$ cat src/pkg/iqlw_regs.svh
// Constants for the input qualifier and low-power wake sequencer.
// Notes on behaviour
// - Divider zero samples every system clock.
// - Divider n samples every 2n clocks.
// - Divider is eight bits, zero to 0xFF.
// - One divider setting per group of eight pins.
// - Per-pin select picks three or six samples.
// - Three samples span two sampling periods.
// - Six samples span five sampling periods.
// - Glitches shorter than the window are ignored.
// - Idle exits on interrupt, watchdog, NMI, reset.
// - Idle resume 20 clocks, 1050 flash asleep.
// - Latency counts to the next instruction.
// - Standby wake pulse: three, or 2+count.
// - Standby clock hold 16, 32 or 64.
// - Standby stops peripherals, keeps PLL, watchdog.
// - Clock output low 32 to 45 clocks.
// - Standby resume 100 clocks, 1125 flash asleep.
// - Service the waking interrupt: after idle unless the reset pin woke it, after standby only when enabled.
`ifndef IQLW_REGS_SVH
`define IQLW_REGS_SVH
`define IQLW_PINS           16
`define IQLW_GROUP_PINS     8
`define IQLW_GROUPS         2
`define IQLW_CLK_PERIOD_NS  10
`define IQLW_IDLE_RESUME    11'h014
`define IQLW_IDLE_RES_SLEEP 11'h41A
`define IQLW_STBY_RESUME    11'h064
`define IQLW_STBY_RES_SLEEP 11'h465
`define IQLW_CLKOUT_LOW_MIN 11'h020
`define IQLW_CLKOUT_LOW_MAX 11'h02D
`define IQLW_HOLD_SHORT     11'h010
`define IQLW_HOLD_MID       11'h020
`define IQLW_HOLD_LONG      11'h040
`define IQLW_WAKE_GAP_OSC   3'h4
`define IQLW_STBY_WAKE_UNQ  7'h03
`define IQLW_STBY_WAKE_BASE 7'h02
`endif

$ cat src/pkg/iqlw_pkg.sv
// Types shared by the input qualifier and low-power wake sequencer.
`default_nettype none
package iqlw_pkg;
  typedef enum logic [4:0] {
    LP_RUN  = 5'h01,
    LP_IDLE = 5'h02,
    LP_HOLD = 5'h04,
    LP_STBY = 5'h08,
    LP_WAKE = 5'h10
  } iqlw_lp_state_t;
  typedef struct packed {
    logic [1:0][7:0] sample_period_divider;
    logic [15:0]     qualify_sample_count_select;
    logic [15:0]     qualify_enable;
  } iqlw_qual_cfg_t;
  typedef struct packed {
    logic       standby_select;
    logic       flash_sleep;
    logic [1:0] clock_divider_select;
    logic       standby_qualify_enable;
    logic [5:0] standby_wake_qualify_count;
    logic       wake_irq_enable;
  } iqlw_lp_cfg_t;
  typedef struct packed {
    logic enabled_interrupt;
    logic watchdog_interrupt;
    logic nonmaskable_interrupt_input;
    logic reset_input_pin;
    logic standby_wake_pin;
  } iqlw_wake_t;
  typedef struct packed {
    logic system_clock_run;
    logic peripheral_clock_run;
    logic pll_run;
    logic watchdog_run;
    logic clock_output_pin;
    logic execution_resume;
    logic service_wake_irq;
    logic in_low_power;
  } iqlw_lp_out_t;
endpackage
`default_nettype wire

$ cat src/iqlw_top.sv
// Input qualifier for sixteen pins and the idle/standby wake sequencer.
`timescale 1ns/1ns
`default_nettype none
`include "iqlw_regs.svh"

module iqlw_top
(
  input  wire logic                    sys_clk,
  input  wire logic                    sys_rst,
  input  wire logic [15:0]             pin_in,
  input  wire iqlw_pkg::iqlw_qual_cfg_t qual_cfg,
  input  wire iqlw_pkg::iqlw_lp_cfg_t   lp_cfg,
  input  wire iqlw_pkg::iqlw_wake_t     wake,
  input  wire logic                    idle_exec,
  input  wire logic                    oscillator_clock_tick,
  output logic [15:0]                  pin_qualified,
  output iqlw_pkg::iqlw_lp_out_t        lp_out
);
  import iqlw_pkg::*;

  typedef struct packed {
    logic [1:0][8:0]  div_cnt;
    logic [15:0][5:0] samples;
    logic [15:0]      qual;
    iqlw_lp_state_t   lp_state;
    logic [10:0]      lp_cnt;
    logic [2:0]       osc_cnt;
    logic [6:0]       wake_cnt;
    logic             wake_irq;
    logic [10:0]      chk_age;
    logic             chk_stby;
    logic             chk_slow;
    iqlw_lp_out_t     out;
  } iqlw_state_t;

  iqlw_state_t st_reg;
  iqlw_state_t st_next;
  logic [1:0]  tick;
  logic [10:0] hold_len;
  logic [6:0]  stby_need;
  logic        idle_wake;
  logic        stby_wake;

  ////////////////////////////////////////////////////////////////////////
  // Sampling strobes, one per group of eight pins.

  always_comb
  begin
    for (int g = 0; g < `IQLW_GROUPS; g++)
    begin
      if (qual_cfg.sample_period_divider[g] == 8'h00)
      begin
        tick[g] = 1'b1;
      end
      else
      begin
        // A divider lowered in mid-count restarts at once instead of wrapping.
        tick[g] = (st_reg.div_cnt[g] >=
                   9'({qual_cfg.sample_period_divider[g], 1'b0} - 9'h001));
      end
    end
  end

  ////////////////////////////////////////////////////////////////////////
  // Low-power helpers.

  always_comb
  begin
    case (lp_cfg.clock_divider_select)
      2'b10:   hold_len = `IQLW_HOLD_MID;
      2'b11:   hold_len = `IQLW_HOLD_LONG;
      default: hold_len = `IQLW_HOLD_SHORT;
    endcase
  end

  // Wake pulses are counted in oscillator cycles because the system
  // clock may be stopped while standby waits for them.
  assign stby_need = lp_cfg.standby_qualify_enable ?
                     7'(`IQLW_STBY_WAKE_BASE + {1'b0, lp_cfg.standby_wake_qualify_count}) :
                     `IQLW_STBY_WAKE_UNQ;

  // A wake during the first oscillator cycles after entry is not honoured.
  assign idle_wake = (st_reg.lp_state == LP_IDLE) &&
                     (st_reg.osc_cnt >= `IQLW_WAKE_GAP_OSC) &&
                     (wake.enabled_interrupt || wake.watchdog_interrupt ||
                      wake.nonmaskable_interrupt_input || wake.reset_input_pin);
  assign stby_wake = (st_reg.lp_state == LP_STBY) &&
                     (st_reg.osc_cnt >= `IQLW_WAKE_GAP_OSC) &&
                     ((st_reg.wake_cnt >= stby_need) || wake.reset_input_pin);

  ////////////////////////////////////////////////////////////////////////
  // Next state.

  always_comb
  begin
    st_next = st_reg;
    st_next.out.execution_resume = 1'b0;
    st_next.out.service_wake_irq = 1'b0;

    for (int g = 0; g < `IQLW_GROUPS; g++)
    begin
      st_next.div_cnt[g] = tick[g] ? 9'h000 : 9'(st_reg.div_cnt[g] + 9'h001);
    end

    for (int p = 0; p < `IQLW_PINS; p++)
    begin
      if (!qual_cfg.qualify_enable[p])
      begin
        st_next.qual[p] = pin_in[p];
        st_next.samples[p] = {6{pin_in[p]}};
      end
      else if (tick[p / `IQLW_GROUP_PINS])
      begin
        st_next.samples[p] = {st_reg.samples[p][4:0], pin_in[p]};
        if (qual_cfg.qualify_sample_count_select[p])
        begin
          if (st_next.samples[p] == 6'h00 || st_next.samples[p] == 6'h3F)
          begin
            st_next.qual[p] = st_next.samples[p][0];
          end
        end
        else
        begin
          if (st_next.samples[p][2:0] == 3'h0 || st_next.samples[p][2:0] == 3'h7)
          begin
            st_next.qual[p] = st_next.samples[p][0];
          end
        end
      end
    end

    if (oscillator_clock_tick && st_reg.osc_cnt < `IQLW_WAKE_GAP_OSC)
    begin
      st_next.osc_cnt = 3'(st_reg.osc_cnt + 3'h1);
    end

    if (!wake.standby_wake_pin)
    begin
      st_next.wake_cnt = 7'h00;
    end
    else if (oscillator_clock_tick && st_reg.wake_cnt != 7'h7F)
    begin
      st_next.wake_cnt = 7'(st_reg.wake_cnt + 7'h01);
    end

    // Cycles since the last accepted wake, read only by the latency checks;
    // it drives no output, so it costs nothing in the datapath.
    if (idle_wake || stby_wake)
    begin
      st_next.chk_age = 11'h001;
      st_next.chk_stby = stby_wake;
      st_next.chk_slow = lp_cfg.flash_sleep;
    end
    else if (st_reg.chk_age != 11'h000 && st_reg.chk_age != 11'h7FF)
    begin
      st_next.chk_age = 11'(st_reg.chk_age + 11'h001);
    end

    case (st_reg.lp_state)
      LP_RUN:
      begin
        if (idle_exec)
        begin
          st_next.osc_cnt = 3'h0;
          st_next.lp_cnt = 11'h000;
          st_next.out.in_low_power = 1'b1;
          st_next.lp_state = lp_cfg.standby_select ? LP_HOLD : LP_IDLE;
        end
      end
      LP_IDLE:
      begin
        if (idle_wake)
        begin
          st_next.wake_irq = wake.enabled_interrupt || wake.watchdog_interrupt ||
                             wake.nonmaskable_interrupt_input;
          st_next.lp_cnt = lp_cfg.flash_sleep ?
                           11'(`IQLW_IDLE_RES_SLEEP - 11'h002) :
                           11'(`IQLW_IDLE_RESUME - 11'h002);
          st_next.lp_state = LP_WAKE;
        end
      end
      LP_HOLD:
      begin
        // The system clock keeps running so the pipeline can drain. The count
        // runs up to the selected hold, reaching the clock output point for holds of 32 and 64.
        if (st_reg.lp_cnt < hold_len)
        begin
          st_next.lp_cnt = 11'(st_reg.lp_cnt + 11'h001);
        end
        if (st_reg.lp_cnt == 11'(`IQLW_CLKOUT_LOW_MIN - 11'h002))
        begin
          st_next.out.clock_output_pin = 1'b0;
        end
        if (st_reg.lp_cnt == 11'(hold_len - 11'h002))
        begin
          st_next.out.system_clock_run = 1'b0;
          st_next.out.peripheral_clock_run = 1'b0;
          st_next.lp_state = LP_STBY;
        end
      end
      LP_STBY:
      begin
        // An external access longer than the hold is lost; software must
        // enter standby with none outstanding.
        if (st_reg.lp_cnt < `IQLW_CLKOUT_LOW_MIN)
        begin
          st_next.lp_cnt = 11'(st_reg.lp_cnt + 11'h001);
        end
        if (st_reg.lp_cnt == 11'(`IQLW_CLKOUT_LOW_MIN - 11'h002))
        begin
          st_next.out.clock_output_pin = 1'b0;
        end
        if (stby_wake)
        begin
          st_next.wake_irq = lp_cfg.wake_irq_enable && !wake.reset_input_pin;
          st_next.out.system_clock_run = 1'b1;
          st_next.out.peripheral_clock_run = 1'b1;
          st_next.out.clock_output_pin = 1'b1;
          st_next.lp_cnt = lp_cfg.flash_sleep ?
                           11'(`IQLW_STBY_RES_SLEEP - 11'h002) :
                           11'(`IQLW_STBY_RESUME - 11'h002);
          st_next.lp_state = LP_WAKE;
        end
      end
      LP_WAKE:
      begin
        if (st_reg.lp_cnt == 11'h000)
        begin
          st_next.out.execution_resume = 1'b1;
          st_next.out.service_wake_irq = st_reg.wake_irq;
          st_next.out.in_low_power = 1'b0;
          st_next.lp_state = LP_RUN;
        end
        else
        begin
          st_next.lp_cnt = 11'(st_reg.lp_cnt - 11'h001);
        end
      end
      default:
      begin
        st_next.lp_state = LP_RUN;
      end
    endcase
  end

  ////////////////////////////////////////////////////////////////////////
  // State register.

  always_ff @(posedge sys_clk)
  begin
    if (sys_rst)
    begin
      st_reg <= '0;
      st_reg.lp_state <= LP_RUN;
      st_reg.out.system_clock_run <= 1'b1;
      st_reg.out.peripheral_clock_run <= 1'b1;
      st_reg.out.pll_run <= 1'b1;
      st_reg.out.watchdog_run <= 1'b1;
      st_reg.out.clock_output_pin <= 1'b1;
    end
    else
    begin
      st_reg <= st_next;
    end
  end

  assign pin_qualified = st_reg.qual;
  assign lp_out = st_reg.out;

  ////////////////////////////////////////////////////////////////////////
  // Checks.

  logic go_stby;
  logic go_idle_wake;
  assign go_stby = (st_reg.lp_state == LP_RUN) && idle_exec && lp_cfg.standby_select;
  assign go_idle_wake = idle_wake;
endmodule

`default_nettype wire

$ cat config.mk
export PLATFORM = sky130hd
export DESIGN_NAME = iqlw_top
export DESIGN_NICKNAME = d
export VERILOG_FILES = /design/src/pkg/iqlw_pkg.sv /design/src/iqlw_top.sv
export VERILOG_INCLUDE_DIRS = /design/src /design/src/pkg
export SDC_FILE = /design/constraint.sdc
export NUM_CORES = 1
export LEC_CHECK = 0
export BUFFER_PORTS_ARGS = -buffer_cell sky130_fd_sc_hd__buf_2
export CORE_ASPECT_RATIO = 0.75
export CORE_UTILIZATION = 63
export CTS_CLUSTER_DIAMETER = 40
export DETAILED_ROUTE_END_ITERATION = 10
export PLACE_DENSITY = 0.86
export SETUP_SLACK_MARGIN = 0.2
export SLEW_MARGIN = 15
export SYNTH_ARGS = -nofsm -noshare
export SYNTH_HDL_FRONTEND = slang
export SYNTH_SLANG_ARGS = --single-unit
$ cat constraint.sdc
create_clock -name sys_clk -period 7.8 [get_ports sys_clk]
set_input_delay 0.78 -clock sys_clk [delete_from_list [all_inputs] [get_ports sys_clk]]
set_output_delay 0.78 -clock sys_clk [all_outputs]
set_load 0.01 [all_outputs]
==> results of run 1 <==
-- path summary, 6_finish.rpt --
path / cells after the start / from / endpoint / slack, ps
worst min register to register: 2 / st_reg[21] / lp_out[1] / 460
worst min-delay path: 2 / st_reg[21] / lp_out[1] / 460
worst max-delay path: 12 / qual_cfg[43] / st_reg[177] / 4360
worst max register to register: 8 / st_reg[22] / st_reg[21] / 5100
-- placed cells by master, fill, tap and decap left out, types with 4 or more instances in the layout --
cell	n
sky130_fd_sc_hd__a221o_1	4
sky130_fd_sc_hd__nor2b_1	5
sky130_fd_sc_hd__o21bai_1	16
sky130_fd_sc_hd__clkbuf_16	17
sky130_fd_sc_hd__o21ai_0	25
sky130_fd_sc_hd__a22oi_1	4
sky130_fd_sc_hd__nor3_1	44
sky130_fd_sc_hd__xor2_1	24
sky130_fd_sc_hd__inv_6	4
sky130_fd_sc_hd__ha_1	40
sky130_fd_sc_hd__inv_1	22
sky130_fd_sc_hd__mux2i_1	82
sky130_fd_sc_hd__dfxtp_1	146
sky130_fd_sc_hd__or3_1	7
sky130_fd_sc_hd__and3_1	9
sky130_fd_sc_hd__nor2_1	39
sky130_fd_sc_hd__nand2b_1	39
sky130_fd_sc_hd__and2_1	8
sky130_fd_sc_hd__clkinvlp_4	4
sky130_fd_sc_hd__o31ai_1	18
sky130_fd_sc_hd__a21bo_2	16
sky130_fd_sc_hd__a211oi_1	5
sky130_fd_sc_hd__nand2_1	28
sky130_fd_sc_hd__nand3b_1	4
sky130_fd_sc_hd__a21oi_1	131
sky130_fd_sc_hd__xnor2_1	21
sky130_fd_sc_hd__o21ai_1	4
sky130_fd_sc_hd__buf_2	106
sky130_fd_sc_hd__nand4_1	13
sky130_fd_sc_hd__nand3_1	69
sky130_fd_sc_hd__o221ai_1	4
-- routing by layer --
layer  vias to the layer above  GRT usage [%]
li1                       3560              -
met1                      3272           34.0
met2                       232           37.7
met3                        24           5.31
met4                         0           9.16
met5                         -              0
-- worst max-delay path: cells and delay by family --
family | cells | cell delay, ps
AND/OR/NAND/NOR | 5 | 1440
XOR/XNOR | 1 | 150
buffers and inverters | 2 | 720
adder cells (fa/ha/maj) | 1 | 260
AO/OA/AOI/OAI | 3 | 430
-- through the flow --
step | hold slack, ps | utilization [%] | instances | power (W) | instance area (µm²)
CTS | 458 | 71.1 | 1191 | 0.00184 | 9230
detailed placement | 444 | 66.7 | 1160 | 0.00106 | 8660
floorplan | 425 | - | 954 | 0.000995 | 8360
finish | 459 | 71.1 | 1191 | 0.00183 | 9230
global route | 491 | 71.1 | 1191 | 0.00191 | 9230
global placement | 439 | 66.7 | 1160 | 0.00105 | 8660
-- power by group through the flow --
stage               Clock (W)  Combinational, W  Sequential, W
detailed placement          0          0.000213       0.000844
floorplan                   0          0.000163       0.000832
finish               0.000788          0.000216       0.000829
global placement            0          0.000207       0.000842
CTS                  0.000802          0.000215       0.000828
global route         0.000835          0.000243       0.000834
-- cells by family after synthesis --
group | count (synthesis) | share of synthesized area, %
AND/OR/NAND/NOR | 283 | 18.0
AO/OA/AOI/OAI | 259 | 19.6
other | 1 | 0.0449
multiplexers | 83 | 9.96
adder cells (fa/ha/maj) | 40 | 5.99
buffers and inverters | 96 | 6.77
XOR/XNOR | 45 | 4.72
flip-flops | 146 | 35.0
-- area by class of cell --
type,instances,area share (%)
multi-input cells,712,52.9
flip-flops and latches,146,31.7
repair buffers,109,5.99
well taps,171,2.32
inverters,22,0.895
clock buffers,17,4.61
clock inverters,14,1.59
==> impl_metrics.json, run 1 <==
{
  "yosys_warnings": 0,
  "cts_hold_repair.buffers": 0,
  "setup_viol_count_final": 0,
  "multi_input_comb_area_mm2": 0.00488,
  "finalClockSkew_ps": 8.29,
  "share_of_the_clock_period_used_by_the_worst_path_pct": 44.1,
  "critical_path.max_fanout": 57,
  "syn_avg_cell_area_um2": 8.77,
  "first_pass_iters": 5,
  "slew_violations": 0,
  "gr-total-overflow": 0,
  "setup.worst_path.end_class": "register",
  "timing.hold.worst.class": "register to register",
  "floorplan.initialDensity_pct": 64.4,
  "static_leakage_nw": 4.14,
  "seq_power_share_pct": 45.2,
  "netSwitchingFraction_pct": 27.1,
  "wire_length_of_the_first_global_routing_pass_mm": 27.4,
  "cts_buffers": 17,
  "detailedPlacementHpwl_mm": 11.6,
  "timing.fmax_mhz": 291,
  "synth-seq-area-share_pct": 35.0,
  "syn2layout_area_growth_pct": 10.4,
  "power.ir.vdd_worst_mv": 0.152,
  "synth_common_cells": "sky130_fd_sc_hd__dfxtp_1 (146), sky130_fd_sc_hd__a21oi_1 (131), sky130_fd_sc_hd__mux2i_1 (82)",
  "power.combinational.fraction_pct": 11.8,
  "slew_headroom_pct": 31.4,
  "post_synth_inst_count": 953,
  "cpPeakStageDelay_ps": 600,
  "placement.io_buffers": 106,
  "antenna_left": 0,
  "timing.critical_path.cells": "buf_2, or3_4, or3_1, nor3_1, xnor2_1, ha_1, a21oi_1, o31a_1, a21boi_4, buf_4, nand2b_1, nor2_1",
  "hold_viol": 0,
  "clock_pin_slew_worst_setup_and_hold_paths_ps": 60,
  "leading_cell_type_by_number_of_instances_after_synthesis": "sky130_fd_sc_hd__dfxtp_1",
  "final-seq-area_mm2": 0.00292,
  "post_route_cells_drive_above_1_share_pct": 16.3,
  "antenna_found_initial": 0,
  "switchingPower_w": 0.000497,
  "finish.net_count": 1133,
  "count_of_flip_flops_with_a_built_in_enable_after_synthesis": 0,
  "max_slew.worst_pin.slew_ps": 1020,
  "wire_per_inst_um": 14.2,
  "detailroute.wirelength.met2_mm": 7.44,
  "floorplan.rows": 36,
  "path_class": "primary input to register",
  "antennaDiodeCount": 0,
  "clock_sinks": 146,
  "grt_max_degree": 100,
  "design.die.area_mm2": 0.0137,
  "cts-resized-gates": 0,
  "final.setup.worst_slack_ps": 4360,
  "clk_path_buf_depth": 2,
  "async_reset_ff_share_pct": 0,
  "grt_setup_unrepaired": "no",
  "wl_met3_mm": 1.16,
  "synth_top_cell_area_share_pct": 35.0,
  "timing.final.crit_period_ps": 3440,
  "pwr_density_cell_mw_per_mm2": 199,
  "cts_root_buffer": "sky130_fd_sc_hd__clkbuf_16",
  "tritoncts_clock_tree": "done",
  "detail_route.iter0.violations": 553,
  "netlist_area_mm2": 0.00836,
  "grt_util_all_layers_pct": 24.6,
  "h-tree-depth": 4,
  "n_fill_cell": 1039,
  "largest_reg_flops": 125,
  "cts.repair_timing.setup_buffer_count": 0,
  "fp.dieH_um": 102,
  "maxCapViolations": 0,
  "die_w_um": 135,
  "post-synth-top-area-cell": "sky130_fd_sc_hd__dfxtp_1",
  "final.setup.tns_ps": 0,
  "detail_route.drc_violations": 0,
  "vias_per_cell": 5.95,
  "highest-signal-layer": "met4",
  "routed-via-count": 7088,
  "preCtsSetupSlack_ps": 3900,
  "route.layer.met1.wl_mm": 8.11,
  "io_pins": 109,
  "outcome": "complete, no violations",
  "timing.critical_path.required_ps": 8150,
  "power.share.clock_pct": 43.0,
  "yosys.cell_types.count": 64,
  "placeableCoreArea_mm2": 0.0130,
  "critPathLaunchType": "primary input",
  "grt_pass1_vias": 6019,
  "intPower_w": 0.00134,
  "postRouteWirelength_mm": 16.9,
  "synth_top_cells_by_area": "sky130_fd_sc_hd__dfxtp_1 (35%), sky130_fd_sc_hd__mux2i_1 (9.8%), sky130_fd_sc_hd__a21oi_1 (7.8%)",
  "cpMaxStageDelayCell": "sky130_fd_sc_hd__buf_4",
  "dominantRegCellSynth": "sky130_fd_sc_hd__dfxtp_1",
  "clk-insertion-delay-late_ps": 420,
  "yosys_register_bits": 146,
  "placer_s_final_routability_congestion_estimate": 0.943,
  "worstPathArrival_ps": 3780
}
Power figures use the tool's default switching activity.
==> run 2: changes to the inputs <==
--- a/config.mk
+++ b/config.mk
@@ -8,10 +8,10 @@
 export LEC_CHECK = 0
 export BUFFER_PORTS_ARGS = -buffer_cell sky130_fd_sc_hd__buf_2
 export CORE_ASPECT_RATIO = 0.75
-export CORE_UTILIZATION = 63
+export CORE_UTILIZATION = 59
 export CTS_CLUSTER_DIAMETER = 40
 export DETAILED_ROUTE_END_ITERATION = 10
-export PLACE_DENSITY = 0.86
+export PLACE_DENSITY = 0.81
 export SETUP_SLACK_MARGIN = 0.2
 export SLEW_MARGIN = 15
 export SYNTH_ARGS = -nofsm -noshare
==> constraint.sdc (replaced) <==
create_clock -name sys_clk -period 3.4 [get_ports sys_clk]
set_input_delay 0.34 -clock sys_clk [delete_from_list [all_inputs] [get_ports sys_clk]]
set_output_delay 0.34 -clock sys_clk [all_outputs]
set_load 0.01 [all_outputs]
==> impl_metrics.json, run 2 (synthesis gave the netlist of run 1 again) <==
{
  "outcome": "complete, no violations",
  "final.setup.tns_ps": 0,
  "cts_root_buffer": "sky130_fd_sc_hd__clkbuf_16",
  "cts-resized-gates": 0,
  "fp.dieH_um": 105,
  "reg2reg_from": "st_reg[28]",
  "slew_headroom_pct": 62.2,
  "worst_hold_endpoint": "st_reg[65]",
  "pwr_density_cell_mw_per_mm2": 459,
  "cpPeakStageDelay_ps": 410,
  "cts_hold_repair.buffers": 0,
  "finish.net_count": 1136,
  "clock_pin_slew_worst_setup_and_hold_paths_ps": 60,
  "post-route-cell-area_mm2": 0.00931,
  "floorplan.rows": 37,
  "largest_reg_flops": 125,
  "hold_viol": 0,
  "timing.critical_path.required_ps": 3700,
  "routed-via-count": 7024,
  "path_class": "primary input to register",
  "antennaDiodeCount": 0,
  "first_pass_iters": 5,
  "grt_max_degree": 57,
  "setup_viol_count_final": 0,
  "r2r-end": "st_reg[42]",
  "clock_sinks": 146,
  "gr-total-overflow": 0,
  "antenna_left": 0,
  "max_slew.worst_pin.slew_ps": 563,
  "wire_length_of_the_first_global_routing_pass_mm": 29.5,
  "detail_route.drc_violations": 0,
  "timing.final.crit_period_ps": 2760,
  "clk-insertion-delay-late_ps": 420,
  "power.ir.vdd_worst_mv": 0.392,
  "design.die.area_mm2": 0.0146,
  "floorplan.initialDensity_pct": 60.8,
  "placer_s_final_routability_congestion_estimate": 0.891,
  "n_fill_cell": 1148,
  "share_of_the_clock_period_used_by_the_worst_path_pct": 81.3,
  "critPathLaunchType": "primary input",
  "placement.io_buffers": 106,
  "mostFrequentLayoutCells": "sky130_fd_sc_hd__dfxtp_1 (146), sky130_fd_sc_hd__a21oi_1 (131), sky130_fd_sc_hd__buf_2 (106)",
  "die_w_um": 139,
  "syn2layout_area_growth_pct": 11.4,
  "critical_path.max_fanout": 56,
  "antenna_found_initial": 0,
  "cts_buffers": 17,
  "placed_cell_area_mm2": 0.00871,
  "clk_path_buf_depth": 2,
  "detailedPlacementHpwl_mm": 12.2,
  "grt_util_all_layers_pct": 24.5,
  "postRouteWirelength_mm": 17.5,
  "io_pins": 109,
  "grt_pass1_vias": 6296,
  "reg2reg_setup_slack_ps": 930,
  "timing.hold.worst_path_depth": 2,
  "cts.repair_timing.setup_buffer_count": 0,
  "vias_per_cell": 5.86,
  "timing.hold.worst.class": "primary input to register",
  "grt_setup_unrepaired": "no",
  "timing.fmax_mhz": 362,
  "finalClockSkew_ps": 8.95,
  "layout.cells.most_common": "sky130_fd_sc_hd__dfxtp_1",
  "static_leakage_nw": 4.19,
  "slew_violations": 0,
  "setup.worst_path.end_class": "register",
  "startpoint_of_the_tightest_hold_check_path": "qual_cfg[0]",
  "timing.critical_path.cells": "buf_2, inv_1, ha_1, inv_1, or3_1, xor2_1, ha_1, a2111oi_0, o21ai_0, a21boi_4, buf_12, mux2i_1, a21oi_1",
  "worst-r2r-cell-count": 7,
  "worstPathArrival_ps": 3060,
  "cpMaxStageDelayCell": "sky130_fd_sc_hd__a2111oi_0",
  "h-tree-depth": 4,
  "wire_per_inst_um": 14.6,
  "detail_route.iter0.violations": 540,
  "maxCapViolations": 0,
  "placeableCoreArea_mm2": 0.0137,
  "post_route_cells_drive_above_1_share_pct": 16.5,
  "tritoncts_clock_tree": "done"
}
[run 2: cell types whose count changed in the layout (fill, tap and decap cells not counted)]
cell,delta
sky130_fd_sc_hd__clkinvlp_4,-3
sky130_fd_sc_hd__buf_4,+1
sky130_fd_sc_hd__clkbuf_1,+1
sky130_fd_sc_hd__buf_12,+2
sky130_fd_sc_hd__inv_8,-1
sky130_fd_sc_hd__bufinv_16,+1
sky130_fd_sc_hd__clkinv_4,+3
[run 2: through the flow]
step | power, W | util [%] | setup WS (ps) | cells | hold slack, ps
floorplan | 0.00228 | - | 685 | 954 | 425
global route | 0.00448 | 67.7 | 417 | 1199 | 194
finish | 0.00427 | 67.7 | 637 | 1199 | 201
global placement | 0.00241 | 63.3 | 396 | 1167 | 436
detailed placement | 0.00243 | 63.3 | 312 | 1167 | 438
CTS | 0.00431 | 67.7 | 630 | 1199 | 184
[run 2: final cells by class]
class	instances	area (µm²)	area share, %
Clock buffer	18	429	4.61
Timing Repair Buffer	112	601	6.45
Multi-Input combinational cell	712	4880	52.5
Inverter	22	82.6	0.887
Tap cell	175	219	2.35
Clock inverter	14	169	1.82
Sequential cell	146	2920	31.4
[run 2: critical path: cells and delay by family]
family                   cells  cell delay, ps
AO/OA/AOI/OAI                4            1020
XOR/XNOR                     1             150
adder cells (fa/ha/maj)      2             360
buffers and inverters        4             570
multiplexers                 1             260
AND/OR/NAND/NOR              1             320
[run 2: report_power, final]
part	switching, W	total, W	internal, W
clock network	0.000769	0.00187	0.00110
registers	0.0000974	0.00190	0.00181
logic	0.000265	0.000497	0.000232
[run 2: routing by layer]
metal / GRT usage [%] / up-vias / routed length [µm]
met4: 7.46 / 0 / 222
met5: 0 / - / 0
met2: 38.3 / 181 / 7820
met3: 5.77 / 19 / 1000
met1: 33.4 / 3250 / 8460
li1: - / 3574 / -
[run 2: how the worst max path moves through the flow]
stage,to,slack [ps],start,cells past startpoint
finish,st_reg[101],640,qual_cfg[32],13
global route,st_reg[101],420,qual_cfg[32],13
CTS,st_reg[101],630,qual_cfg[32],13
detailed placement,st_reg[175],310,qual_cfg[43],12
global placement,st_reg[74],400,qual_cfg[37],10
floorplan,st_reg[113],690,qual_cfg[43],12
